**src/rtl/rst_seq_pkg.sv**
```systemverilog
package rst_seq_pkg;
	// ==========================================
	// timing
	localparam int CLK_PERIOD_NS = 100;
	// one state time is half a cpu clock period
	localparam int STATE_TIMES_PER_SEQ = 1024;
	localparam int SEQ_CYCLES = STATE_TIMES_PER_SEQ / 2;
	localparam int TRANSITION_CYCLES = 4;
	localparam int CNT_W = 10;
	localparam logic [CNT_W-1:0] SEQ_LAST = CNT_W'(SEQ_CYCLES - 1);
	localparam logic [CNT_W-1:0] TRANS_LAST = CNT_W'(TRANSITION_CYCLES - 1);
	localparam logic [CNT_W-1:0] CNT_ZERO = 10'h000;
	// position of the bidirectional reset enable in the system config word
	localparam int BIDIR_RESET_ENABLE_BIT = 3;

	// ==========================================
	// reset sequencer states
	typedef enum logic [5:0] {
		ST_RUN = 6'h01,
		ST_HOLD = 6'h02,
		ST_BUS_WAIT = 6'h04,
		ST_TRANS = 6'h08,
		ST_SEQ = 6'h10,
		ST_EXTEND = 6'h20
	} rst_state_t;

	// power modes
	typedef enum logic [2:0] {
		PM_ACTIVE = 3'h1,
		PM_IDLE = 3'h2,
		PM_PDOWN = 3'h4
	} pwr_state_t;
endpackage

```
**src/rtl/rst_sync.sv**
```systemverilog
`timescale 1ns/1ps
// ==========================================
// two-stage synchroniser for the reset pin release
module rst_sync
	import rst_seq_pkg::*;
(
	input wire logic clk,
	input wire logic rst,
	input wire logic async_in,
	output logic sync_out
);
	logic meta_q;
	logic meta_d;
	logic sync_q;
	logic sync_d;

	always_comb begin
		meta_d = async_in;
		sync_d = meta_q;
	end

	// first flop only feeds the second flop
	always_ff @(posedge clk or posedge rst) begin
		if (rst) begin
			meta_q <= 1'b0;
			sync_q <= 1'b0;
		end else begin
			meta_q <= meta_d;
			sync_q <= sync_d;
		end
	end

	assign sync_out = sync_q;
endmodule // rst_sync

```
**src/rtl/reset_and_power_mode_sequencer.sv**
```systemverilog
`timescale 1ns/1ps
// Summary of operation
// - asynchronous reset enters default state without any clock edge
// - release of the reset input pin is synchronised before leaving reset
// - warm reset starts when reset pin low and programming voltage high
// - warm reset tristates I/O at once and drives reset output low
// - after release a short transition cancels holds and aborts bus cycles
// - internal reset sequence then lasts 1024 state times, 512 clocks
// - with bidir enable set, drive reset pin low during the sequence
// - bidir enable is cleared at the end of every reset sequence unless set again in that same cycle
// - if reset pin still low after sequence, extend reset until released
// - software reset instruction starts the reset sequence from ST_RUN when no warm reset is pending
// - software reset with bidir enable drives pin low for 1024 state times
// - watchdog overflow starts the reset sequence
// - watchdog reset completes bus cycle without ready or ready low
// - watchdog reset aborts bus cycle when ready sampled high
// - no watchdog reset while in bootstrap loader mode
// - bidir reset shows watchdog and software reset as external reset
// - idle mode halts cpu while peripherals keep running
// - idle mode ends on any reset or interrupt request
// - power-down stops cpu and all peripherals
// - power-down ends only on a reset of any source or fast external interrupt
// - outstanding bus actions complete before idle or power-down entry
// - no entry when ready enabled but not activated on last access
module reset_and_power_mode_sequencer
	import rst_seq_pkg::*;
(
	input wire logic clk,
	input wire logic rst,
	input wire logic reset_input_pin_n,
	input wire logic prog_voltage_high,
	input wire logic software_reset_instruction,
	input wire logic watchdog_overflow,
	input wire logic bootstrap_mode,
	input wire logic bidir_enable_set,
	input wire logic bus_cycle_active,
	input wire logic bus_uses_ready,
	input wire logic bus_waitstates_done,
	input wire logic ready_n,
	input wire logic last_ready_seen,
	input wire logic idle_req,
	input wire logic pdown_req,
	input wire logic interrupt_req,
	input wire logic fast_ext_int,
	output logic reset_output_pin_n,
	output logic reset_pin_drive_n,
	output logic reset_pin_oe_n,
	output logic io_tristate,
	output logic internal_reset,
	output logic bus_abort,
	output logic cancel_hold,
	output logic bidir_reset_enable,
	output logic cpu_run,
	output logic periph_run,
	output logic idle_mode,
	output logic pdown_mode
);
	// ==========================================
	// reset sequencer
	rst_state_t st_q, st_d;
	logic [CNT_W-1:0] cnt_q, cnt_d;
	logic bidir_q, bidir_d;
	logic drive_q, drive_d;
	logic reset_output_pin_n_q, reset_output_pin_n_d;
	logic iorst_q, iorst_d;
	logic intrst_q, intrst_d;
	logic abort_q, abort_d;
	logic cancel_q, cancel_d;
	logic pin_rel;
	logic pin_low;
	logic wd_ok;

	rst_sync u_sync (
		.clk(clk),
		.rst(rst),
		.async_in(reset_input_pin_n),
		.sync_out(pin_rel)
	);

	// warm reset needs the programming pin high
	assign pin_low = !pin_rel && prog_voltage_high && !drive_q;
	assign wd_ok = watchdog_overflow && !bootstrap_mode;

	always_comb begin
		st_d = st_q;
		cnt_d = cnt_q;
		bidir_d = bidir_q;
		drive_d = 1'b0;
		reset_output_pin_n_d = reset_output_pin_n_q;
		iorst_d = iorst_q;
		intrst_d = intrst_q;
		abort_d = 1'b0;
		cancel_d = 1'b0;
		if (bidir_enable_set) begin
			bidir_d = 1'b1;
		end
		case (st_q)
			ST_RUN: begin
				if (pin_low) begin
					st_d = ST_HOLD;
					reset_output_pin_n_d = 1'b0;
					iorst_d = 1'b1;
					intrst_d = 1'b1;
				end else if (software_reset_instruction) begin
					st_d = ST_TRANS;
					cnt_d = CNT_ZERO;
					reset_output_pin_n_d = 1'b0;
					intrst_d = 1'b1;
				end else if (wd_ok) begin
					st_d = ST_BUS_WAIT;
					reset_output_pin_n_d = 1'b0;
				end
			end
			ST_HOLD: begin
				if (pin_rel) begin
					st_d = ST_TRANS;
					cnt_d = CNT_ZERO;
				end
			end
			ST_BUS_WAIT: begin
				// finish cycle without ready or with ready low
				if (!bus_cycle_active ||
						(bus_waitstates_done && (!bus_uses_ready || !ready_n))) begin
					st_d = ST_TRANS;
					cnt_d = CNT_ZERO;
					intrst_d = 1'b1;
				end else if (bus_waitstates_done && ready_n) begin
					abort_d = 1'b1;
					st_d = ST_TRANS;
					cnt_d = CNT_ZERO;
					intrst_d = 1'b1;
				end
			end
			ST_TRANS: begin
				cancel_d = 1'b1;
				abort_d = 1'b1;
				if (cnt_q == TRANS_LAST) begin
					st_d = ST_SEQ;
					cnt_d = CNT_ZERO;
					drive_d = bidir_q;
				end else begin
					cnt_d = cnt_q + 10'h001;
				end
			end
			ST_SEQ: begin
				intrst_d = 1'b1;
				// bidir drive of the reset pin
				drive_d = bidir_q;
				if (cnt_q == SEQ_LAST) begin
					drive_d = 1'b0;
					// clear enable, a same-cycle set still wins
					bidir_d = bidir_enable_set;
					st_d = ST_EXTEND;
				end else begin
					cnt_d = cnt_q + 10'h001;
				end
			end
			ST_EXTEND: begin
				// hold while the synchronised pin still reads low
				if (pin_rel) begin
					st_d = ST_RUN;
					intrst_d = 1'b0;
					iorst_d = 1'b0;
					reset_output_pin_n_d = 1'b1;
				end
			end
			default: st_d = ST_RUN;
		endcase
	end

	always_ff @(posedge clk or posedge rst) begin
		if (rst) begin
			st_q <= ST_HOLD;
			cnt_q <= CNT_ZERO;
			bidir_q <= 1'b0;
			drive_q <= 1'b0;
			reset_output_pin_n_q <= 1'b0;
			iorst_q <= 1'b1;
			intrst_q <= 1'b1;
			abort_q <= 1'b0;
			cancel_q <= 1'b0;
		end else begin
			st_q <= st_d;
			cnt_q <= cnt_d;
			bidir_q <= bidir_d;
			drive_q <= drive_d;
			reset_output_pin_n_q <= reset_output_pin_n_d;
			iorst_q <= iorst_d;
			intrst_q <= intrst_d;
			abort_q <= abort_d;
			cancel_q <= cancel_d;
		end
	end

	// ==========================================
	// power modes
	pwr_state_t pm_q, pm_d;
	logic idle_pend_q, idle_pend_d;
	logic pdown_pend_q, pdown_pend_d;
	logic can_enter;
	logic in_reset;
	logic cpu_run_q, cpu_run_d;
	logic periph_run_q, periph_run_d;
	logic idle_mode_q, idle_mode_d;
	logic pdown_mode_q, pdown_mode_d;

	assign in_reset = (st_q != ST_RUN);
	assign can_enter = !bus_cycle_active && last_ready_seen;

	always_comb begin
		pm_d = pm_q;
		idle_pend_d = idle_pend_q || idle_req;
		pdown_pend_d = pdown_pend_q || pdown_req;
		case (pm_q)
			PM_ACTIVE: begin
				if (pdown_pend_q && can_enter) begin
					pm_d = PM_PDOWN;
					pdown_pend_d = 1'b0;
					idle_pend_d = 1'b0;
				end else if (idle_pend_q && can_enter) begin
					pm_d = PM_IDLE;
					idle_pend_d = 1'b0;
				end
			end
			PM_IDLE: begin
				if (interrupt_req) begin
					pm_d = PM_ACTIVE;
				end
			end
			PM_PDOWN: begin
				if (fast_ext_int) begin
					pm_d = PM_ACTIVE;
				end
			end
			default: pm_d = PM_ACTIVE;
		endcase
		// any reset ends the mode and cancels requests
		if (in_reset || pin_low) begin
			pm_d = PM_ACTIVE;
			idle_pend_d = 1'b0;
			pdown_pend_d = 1'b0;
		end
		// registered decode keeps the run enables glitch free
		cpu_run_d = (pm_d == PM_ACTIVE) && !intrst_d;
		periph_run_d = (pm_d != PM_PDOWN);
		idle_mode_d = (pm_d == PM_IDLE);
		pdown_mode_d = (pm_d == PM_PDOWN);
	end

	always_ff @(posedge clk or posedge rst) begin
		if (rst) begin
			pm_q <= PM_ACTIVE;
			idle_pend_q <= 1'b0;
			pdown_pend_q <= 1'b0;
			cpu_run_q <= 1'b0;
			periph_run_q <= 1'b1;
			idle_mode_q <= 1'b0;
			pdown_mode_q <= 1'b0;
		end else begin
			pm_q <= pm_d;
			idle_pend_q <= idle_pend_d;
			pdown_pend_q <= pdown_pend_d;
			cpu_run_q <= cpu_run_d;
			periph_run_q <= periph_run_d;
			idle_mode_q <= idle_mode_d;
			pdown_mode_q <= pdown_mode_d;
		end
	end

	// ==========================================
	// outputs, all from flops except the constant reset_pin_drive_n
	assign reset_output_pin_n = reset_output_pin_n_q;
	assign reset_pin_drive_n = 1'b0;
	assign reset_pin_oe_n = !drive_q;
	assign io_tristate = iorst_q;
	assign internal_reset = intrst_q;
	assign bus_abort = abort_q;
	assign cancel_hold = cancel_q;
	assign bidir_reset_enable = bidir_q;
	assign cpu_run = cpu_run_q;
	assign periph_run = periph_run_q;
	assign idle_mode = idle_mode_q;
	assign pdown_mode = pdown_mode_q;

	// ==========================================
	// checks
	logic [CNT_W:0] drv_len_q;
	always_ff @(posedge clk or posedge rst) begin
		if (rst) begin
			drv_len_q <= 11'h000;
		end else begin
			drv_len_q <= drive_q ? drv_len_q + 11'h001 : 11'h000;
		end
	end

	property p_seq_len;
		@(posedge clk) disable iff (rst)
		$fell(drive_q) |-> drv_len_q == 11'(SEQ_CYCLES);
	endproperty
	a_seq_len: assert property (p_seq_len) else $error("drive length wrong");

	property p_warm;
		@(posedge clk) disable iff (rst)
		(st_q == ST_RUN && pin_low) |=> (!reset_output_pin_n_q && iorst_q);
	endproperty
	a_warm: assert property (p_warm) else $error("warm entry missed");

	property p_sw;
		@(posedge clk) disable iff (rst)
		(st_q == ST_RUN && !pin_low && software_reset_instruction)
			|=> st_q == ST_TRANS ##4 st_q == ST_SEQ;
	endproperty
	a_sw: assert property (p_sw) else $error("sw reset not sequenced");

	property p_bd_clr;
		@(posedge clk) disable iff (rst)
		(st_q == ST_SEQ && cnt_q == SEQ_LAST && !bidir_enable_set)
			|=> !bidir_q;
	endproperty
	a_bd_clr: assert property (p_bd_clr) else $error("bidir not cleared");

	property p_boot;
		@(posedge clk) disable iff (rst)
		(st_q == ST_RUN && bootstrap_mode && !software_reset_instruction
			&& !pin_low) |=> st_q != ST_BUS_WAIT;
	endproperty
	a_boot: assert property (p_boot) else $error("wd in bootstrap");

	property p_extend;
		@(posedge clk) disable iff (rst)
		(st_q == ST_EXTEND && !pin_rel) |=> intrst_q;
	endproperty
	a_extend: assert property (p_extend) else $error("reset not held");

	property p_entry;
		@(posedge clk) disable iff (rst)
		(pm_q == PM_ACTIVE && !can_enter) |=> pm_q == PM_ACTIVE;
	endproperty
	a_entry: assert property (p_entry) else $error("bad mode entry");

	property p_pdown;
		@(posedge clk) disable iff (rst)
		(pm_q == PM_PDOWN && !fast_ext_int && !in_reset && !pin_low)
			|=> pm_q == PM_PDOWN;
	endproperty
	a_pdown: assert property (p_pdown) else $error("pdown left early");

	property p_abort;
		@(posedge clk) disable iff (rst)
		(st_q == ST_BUS_WAIT && bus_cycle_active && bus_waitstates_done
			&& bus_uses_ready && ready_n) |=> bus_abort;
	endproperty
	a_abort: assert property (p_abort) else $error("no abort");
endmodule // reset_and_power_mode_sequencer

```
**config.mk**
```make
export PLATFORM = sky130hd
export DESIGN_NAME = reset_and_power_mode_sequencer
export DESIGN_NICKNAME = d
export VERILOG_FILES = /design/src/rtl/rst_seq_pkg.sv /design/src/rtl/rst_sync.sv /design/src/rtl/reset_and_power_mode_sequencer.sv
export SDC_FILE = /design/constraint.sdc
export NUM_CORES = 1
export LEC_CHECK = 0
export ABC_AREA = 0
export ABC_CLOCK_PERIOD_IN_PS = 4200
export BUFFER_PORTS_ARGS = -buffer_cell sky130_fd_sc_hd__buf_2
export CORE_AREA = 2 2 59 61
export CTS_BUF_LIST = sky130_fd_sc_hd__clkbuf_8 sky130_fd_sc_hd__clkbuf_16
export DETAILED_ROUTE_END_ITERATION = 7
export DIE_AREA = 0 0 61 63
export PLACE_DENSITY = 0.82
export SYNTH_ARGS = -nofsm -noshare
export SYNTH_HDL_FRONTEND = slang
export SYNTH_HIERARCHICAL = 1
export SYNTH_SLANG_ARGS = --single-unit
```
**constraint.sdc**
```tcl
create_clock -name clk -period 4.2 [get_ports clk]
set_clock_uncertainty 0.2 [all_clocks]
set_input_delay 0.21 -clock clk [delete_from_list [all_inputs] [get_ports clk]]
set_output_delay 0.21 -clock clk [all_outputs]
set_load 0.02 [all_outputs]
```
-- Yosys cells after proc, flatten, opt, wreduce, memory -nomap -nowiden
Index checks and enable logic that the tools add are counted.
- bits of input ports: 17
- bits in writable memories: 0
- flip-flop bits (word level): 34
- bits in latches: 0
- output and inout bits: 12
- memories kept: 0
- ROM bits: 0
- order comparisons: 0
- shifts and indexed selects: 0
- equal/unequal tests: 26
- reduce and logical (&&, ||, !) cells: 27
- divide/modulo/power cells: 0
- muxes and demuxes: 55
- $add $sub $neg: 1
- multiply operators: 0
- bitwise gates (word level): 0
- operators by type and width (kind ; count):
    $mux 10 ; 7
    $mux 6 ; 9
    $pmux 10 s5 ; 1
    $pmux 6 s6 ; 1
    $mux 1 ; 26
    $mux 3 ; 5
    $ne 2x2->1 const B ; 6
    $reduce_and 6->1 ; 2
    $add 10x1->10 const B ; 1
    $eq 10x2->1 const B ; 1
    $eq 10x9->1 const B ; 1
    $logic_and 1x1->1 ; 9
    $pmux 3 s3 ; 1
    $pmux 1 s2 ; 4
    $logic_not 1->1 ; 7
    $eq 3x1->1 const B ; 2
    $eq 3x2->1 const B ; 2
    $eq 3x3->1 const B ; 2
    $eq 6x1->1 const B ; 1
    $eq 6x2->1 const B ; 1
    $eq 6x3->1 const B ; 1
    $eq 6x4->1 const B ; 1
    $eq 6x5->1 const B ; 1
    $eq 6x6->1 const B ; 1
    9 further kinds ; 16

-- Longest topological paths before layout
- word-level depth: 9
- gate-level depth with buffers: 7

-- Cells and area by module
Netlist, hierarchy kept.
- by module, submodules not included (module ; cells an instance ; area each (um^2) ; instances):
    reset_and_power_mode_sequencer ; 172 ; 1654.1 ; 1
    rst_sync ; 3 ; 53.8 ; 1

-- Worst setup path after synthesis
No wires, ideal clock.
- path type: register -> register
- start: register st_q[3]
- end: register cnt_q[4]
- library setup time: 0.126 ns
- arrival time: 2.324 ns
- buffers on the path: 1
- cell stages (with the launch flop): 7
- slack: 1.550 ns
- cell sequence: dfrtp_1 > or4_4 > or2_4 > and3_4 > or4b_4 > buf_6 > a221o_1
- cells in the longest elaborated chain, start to end: 3
- elaborated cells on any way between the ends: 13
- classes of those cells: eq/ne: 10; mux: 1; reduce/logical: 2
- RTL lines (element ; RTL line ; RTL):
    start, declared ; reset_and_power_mode_sequencer.sv:60 ; rst_state_t st_q, st_d;
    start signal, assigned ; reset_and_power_mode_sequencer.sv:183 ; st_q <= st_d;
    $eq 6x3->1, or another cell as far along ; reset_and_power_mode_sequencer.sv:97 ; case (st_q)
    $ne 3x3->1 (no line), or another cell as far along ; n/a ;
    $reduce_and 6->1 (no line) ; n/a ;
    end signal, assigned ; reset_and_power_mode_sequencer.sv:184 ; cnt_q <= cnt_d;
    end, declared ; reset_and_power_mode_sequencer.sv:61 ; logic [CNT_W-1:0] cnt_q, cnt_d;
Several ways; a longest one is shown, not always the timed one.
A chain may end at the register's enable or synchronous reset.

-- Worst setup path after layout
- start: register st_q[5]
- end: register cnt_q[4]
The elaborated chain is that of the path after synthesis.

==> impl_summary.log <==
[metrics] via count of the routed design: between 1500 and 2000
[metrics] Port Buffer Count: 27
[metrics] Post-Synthesis Cell Area: between 1500 and 2000 µm²
[metrics] Post-Syn Nets: just under 200
[metrics] synthesized netlist cell count: roughly 180
[metrics] number of antenna violations at the first check in global routing: 0
[metrics] fraction of the mapped netlist area in adder cells: 0.00733
[metrics] worst-case register-to-register setup slack: 1420 ps
[metrics] final hold slack: 41.8 ps
[metrics] chip width: just over 60 µm
[metrics] CP required: between 4000 and 5000 ps
[metrics] worst slew pin tran: roughly 600 ps
[metrics] Final Critical Period: 2780 ps
[metrics] number of H-tree branching levels: 2
[metrics] maximum clock frequency: around 0.36 GHz
[metrics] sinks on the clock net: 34
[metrics] setup repair after global routing missed its margin: false
[metrics] portion of netlist area occupied by mux cells: 0.0117
[metrics] Mean Syn Cell Area: between 9 and 10 µm²
[metrics] remaining antenna violation count after routing: 0
[metrics] total negative slack for setup checks: 0 ps
[metrics] number of endpoints failing setup at the final stage: 0
[metrics] number of enable flip-flop cells after synthesis: 0
[metrics] routability-driven placement congestion ratio: 0.881
[metrics] worst slew margin relative to its limit: 0.588
[metrics] Die H: approximately 63 µm
[metrics] placeable core region: 3230 µm²
[metrics] GRT Resource Usage Total: 0.215
[metrics] status: finished, final reports clean
[metrics] Max clock buf depth: 2
[metrics] first drt pass iteration count: 4
[metrics] most instantiated flip-flop cell in the synthesis netlist: sky130_fd_sc_hd__dfrtp_1
[metrics] fraction of the cycle the final worst path needs: 0.661
[metrics] Initial DRC Count: slightly above 90
[metrics] power per unit of standard cell area: between 400 and 500 nW/µm²
[metrics] number of max-slew violations in the final report: 0
[metrics] start point of the worst min-delay path: software_reset_instruction
[metrics] Final Hold Vio Count: 0
[metrics] end point of the most critical hold path: st_q[3]
[metrics] maximum cell stage delay along the critical path: 580 ps
[metrics] cell row count: 21
[metrics] simple-gate area share of the yosys netlist: 0.287
[metrics] crit path capture type: flip-flop
[metrics] clock tree from TritonCTS: done
[metrics] Buffers & Inverters on Critical Path: 0
[metrics] synth unique cells: 49
[metrics] post-synthesis share of cell area spent on xor and xnor gates: 0.00513
[metrics] worst vdd rail ir drop: 0.375 mV
[metrics] synthesized-area fraction occupied by ao, oa, aoi and oai cells: 0.149
[metrics] Via-to-Cell Ratio: 5.77
[metrics] DRC violation count after routing: 0
[metrics] depth of the worst register-to-register path: 5
[metrics] type of the worst min-delay path: input pin to flip-flop
[metrics] Min-Delay Path Depth: 3
[metrics] async set-reset flop share out of synthesis: 1.00
[metrics] average routed wire per standard cell: 13.8 µm
[metrics] sequential cell area fraction in the yosys report: 0.502
[metrics] fraction of layout instances using a drive strength above 1: 0.215
[metrics] end-of-flow core utilization: 0.630
[metrics] cell family contributing the most delay on the critical path: simple AND/OR/NAND/NOR gates
[metrics] area growth from synthesis to final layout: 19.3%
[metrics] main combinational cell family by area after synthesis: simple AND/OR/NAND/NOR gates
[metrics] Die Area: 3840 µm²
[metrics] startpoint class of the critical path: flip-flop
[metrics] yosys warns: 6
[metrics] first-pass GRT wire length: a little over 6000 µm
[metrics] clock latency on the worst-skew pair: ~290 ps
[metrics] I/O pins: 29
[metrics] Critical Path AT: between 2000 and 3000 ps
[metrics] RR Startpoint: st_q[5]
[metrics] clock transition at the registers of the reported paths: ~70 ps
[metrics] flop and latch count out of synthesis: 34
[metrics] fin nets: between 200 and 250
[metrics] total detailed-routing wirelength: ~3600 µm
[metrics] maximum fanout count along the critical path: 8
[metrics] total power of the final layout: slightly above 1 mW
[metrics] number of global-route vias before repair: 1436
[metrics] category of the critical setup timing path: flip-flop to flip-flop
[metrics] capture instance of the worst register-to-register path: cnt_q[4]
[metrics] total congestion overflow after global routing: 0
[metrics] Num CTS Buffers: 5
[metrics] Critical Path Slowest Stage Cell: sky130_fd_sc_hd__or4b_4
[metrics] post-DP HPWL: 2550 µm
[metrics] clock tree root driver cell: sky130_fd_sc_hd__clkbuf_8
[metrics] initial standard-cell utilization of the core: 0.528
[metrics] pin count of the biggest net entering global routing: 33
[metrics] Max Cap Viol: 0
[metrics] diodes inserted: 0
[metrics] cell chain of the critical path: nor4_1 -> o21ai_1 -> and3_4 -> or4b_4 -> a221o_1
[metrics] leakage: 0.990 nW
[metrics] number of buffers inserted to repair setup after CTS: 0
## power by group
part / switching (mW) / internal, mW / leakage, nW
logic: 0.193 / 0.142 / 0.497
clock network: 0.115 / 0.130 / 0.0524
registers: 0.0491 / 0.376 / 0.440
## kinds of logic (layout without fill, tap and decap cells)
group,Yosys count,count (layout)
compound gates,37,37
xor+xnor,1,1
fa+ha+maj,1,1
buf+inv,13,52
flops,34,34
mux,2,2
other cells,1,1
simple gates,86,86
## per-stage QoR
stage | cell area, µm² | setup WS, ps | cells
after detailed placement | 1890 | 1450 | 246
after global routing | 2040 | 1200 | 260
after CTS | 2040 | 1430 | 260
final | 2040 | 1420 | 260
after global placement | 1890 | 1430 | 246
after floorplan | 1710 | 1550 | 175
## worst register-to-register path, delay by kind of cell, from the launching register on
family | cells | cell delay [ps]
compound gates | 2 | 660
simple gates | 3 | 1370
flops | 1 | 430
## how the worst max path moves through the flow
stage	start	slack, ps	cells after the start	to
after CTS	st_q[5]	1430	5	cnt_q[4]
after global placement	st_q[5]	1430	5	cnt_q[4]
final	st_q[5]	1420	5	cnt_q[4]
after floorplan	st_q[3]	1550	6	cnt_q[4]
after global routing	st_q[5]	1200	5	cnt_q[4]
after detailed placement	st_q[5]	1450	5	cnt_q[6]
## what timing repair did
item                                   4_1_cts  5_1_grt
endpoints found under the hold margin       34        0
hold buffers                                 6        0
setup endpoints to repair                    0        0
resized for setup                            0        0
## state kept, by name, summed over array words and instances, names as in the netlist
| signal | count |
|---|---|
| cnt_q | 10 |
| cancel_hold | 1 |
| cpu_run | 1 |
| u_sync/meta_q | 1 |
| periph_run | 1 |
| drive_q | 1 |
| bus_abort | 1 |
| st_q | 6 |
| reset_output_pin_n | 1 |
| pdown_pend_q | 1 |
| bidir_reset_enable | 1 |
| pm_q | 3 |
| internal_reset | 1 |
| pdown_mode | 1 |
| idle_pend_q | 1 |
| io_tristate | 1 |
| idle_mode | 1 |
| u_sync/sync_out | 1 |
## synth_stat cells (5+ instances only)
cell type | number | area, µm²
sky130_fd_sc_hd__nand3_1 | 8 | 40.0
sky130_fd_sc_hd__a21oi_1 | 5 | 25.0
sky130_fd_sc_hd__o21ai_0 | 7 | 35.0
sky130_fd_sc_hd__nor2_1 | 18 | 67.6
sky130_fd_sc_hd__nor4_1 | 5 | 31.3
sky130_fd_sc_hd__dfrtp_1 | 29 | 726
sky130_fd_sc_hd__nor2b_1 | 5 | 31.3
sky130_fd_sc_hd__dfstp_2 | 5 | 131
sky130_fd_sc_hd__nand2_1 | 13 | 48.8
sky130_fd_sc_hd__and3_1 | 9 | 56.3
sky130_fd_sc_hd__inv_1 | 10 | 37.5
## layout make-up
cell class / count / area, µm²
clock inverter: 2 / 8.76
clock buffer: 6 / 82.6
fill: 280 / 1190
multi-input combinational: 128 / 791
timing repair buffer: 34 / 203
inverter: 10 / 37.5
sequential: 34 / 857
tap: 46 / 57.6
## placed cells by master (no fill, tap or decap), types with 4 or more instances in the layout
cell	Yosys	layout
sky130_fd_sc_hd__dfstp_2	5	5
sky130_fd_sc_hd__clkbuf_8	0	6
sky130_fd_sc_hd__o21ai_0	7	7
sky130_fd_sc_hd__and3_1	9	9
sky130_fd_sc_hd__nor4_1	5	5
sky130_fd_sc_hd__buf_2	0	27
sky130_fd_sc_hd__a221o_1	4	4
sky130_fd_sc_hd__a21oi_1	5	5
sky130_fd_sc_hd__dfrtp_1	29	29
sky130_fd_sc_hd__dlygate4sd3_1	0	6
sky130_fd_sc_hd__nand3_1	8	8
sky130_fd_sc_hd__nor2_1	18	18
sky130_fd_sc_hd__nor3b_1	4	4
sky130_fd_sc_hd__nand2_1	13	13
sky130_fd_sc_hd__nor2b_1	5	5
sky130_fd_sc_hd__o22ai_1	4	4
sky130_fd_sc_hd__inv_1	10	11
## metal layers
layer,global-route usage,part of all wire,up-vias
met2,0.312,0.47,61
met1,0.288,0.43,709
met3,0.0559,0.066,13
met4,0.117,0.031,0
met5,0,0,-
li1,-,-,718
Note: power is estimated with default switching activity, not from simulation.
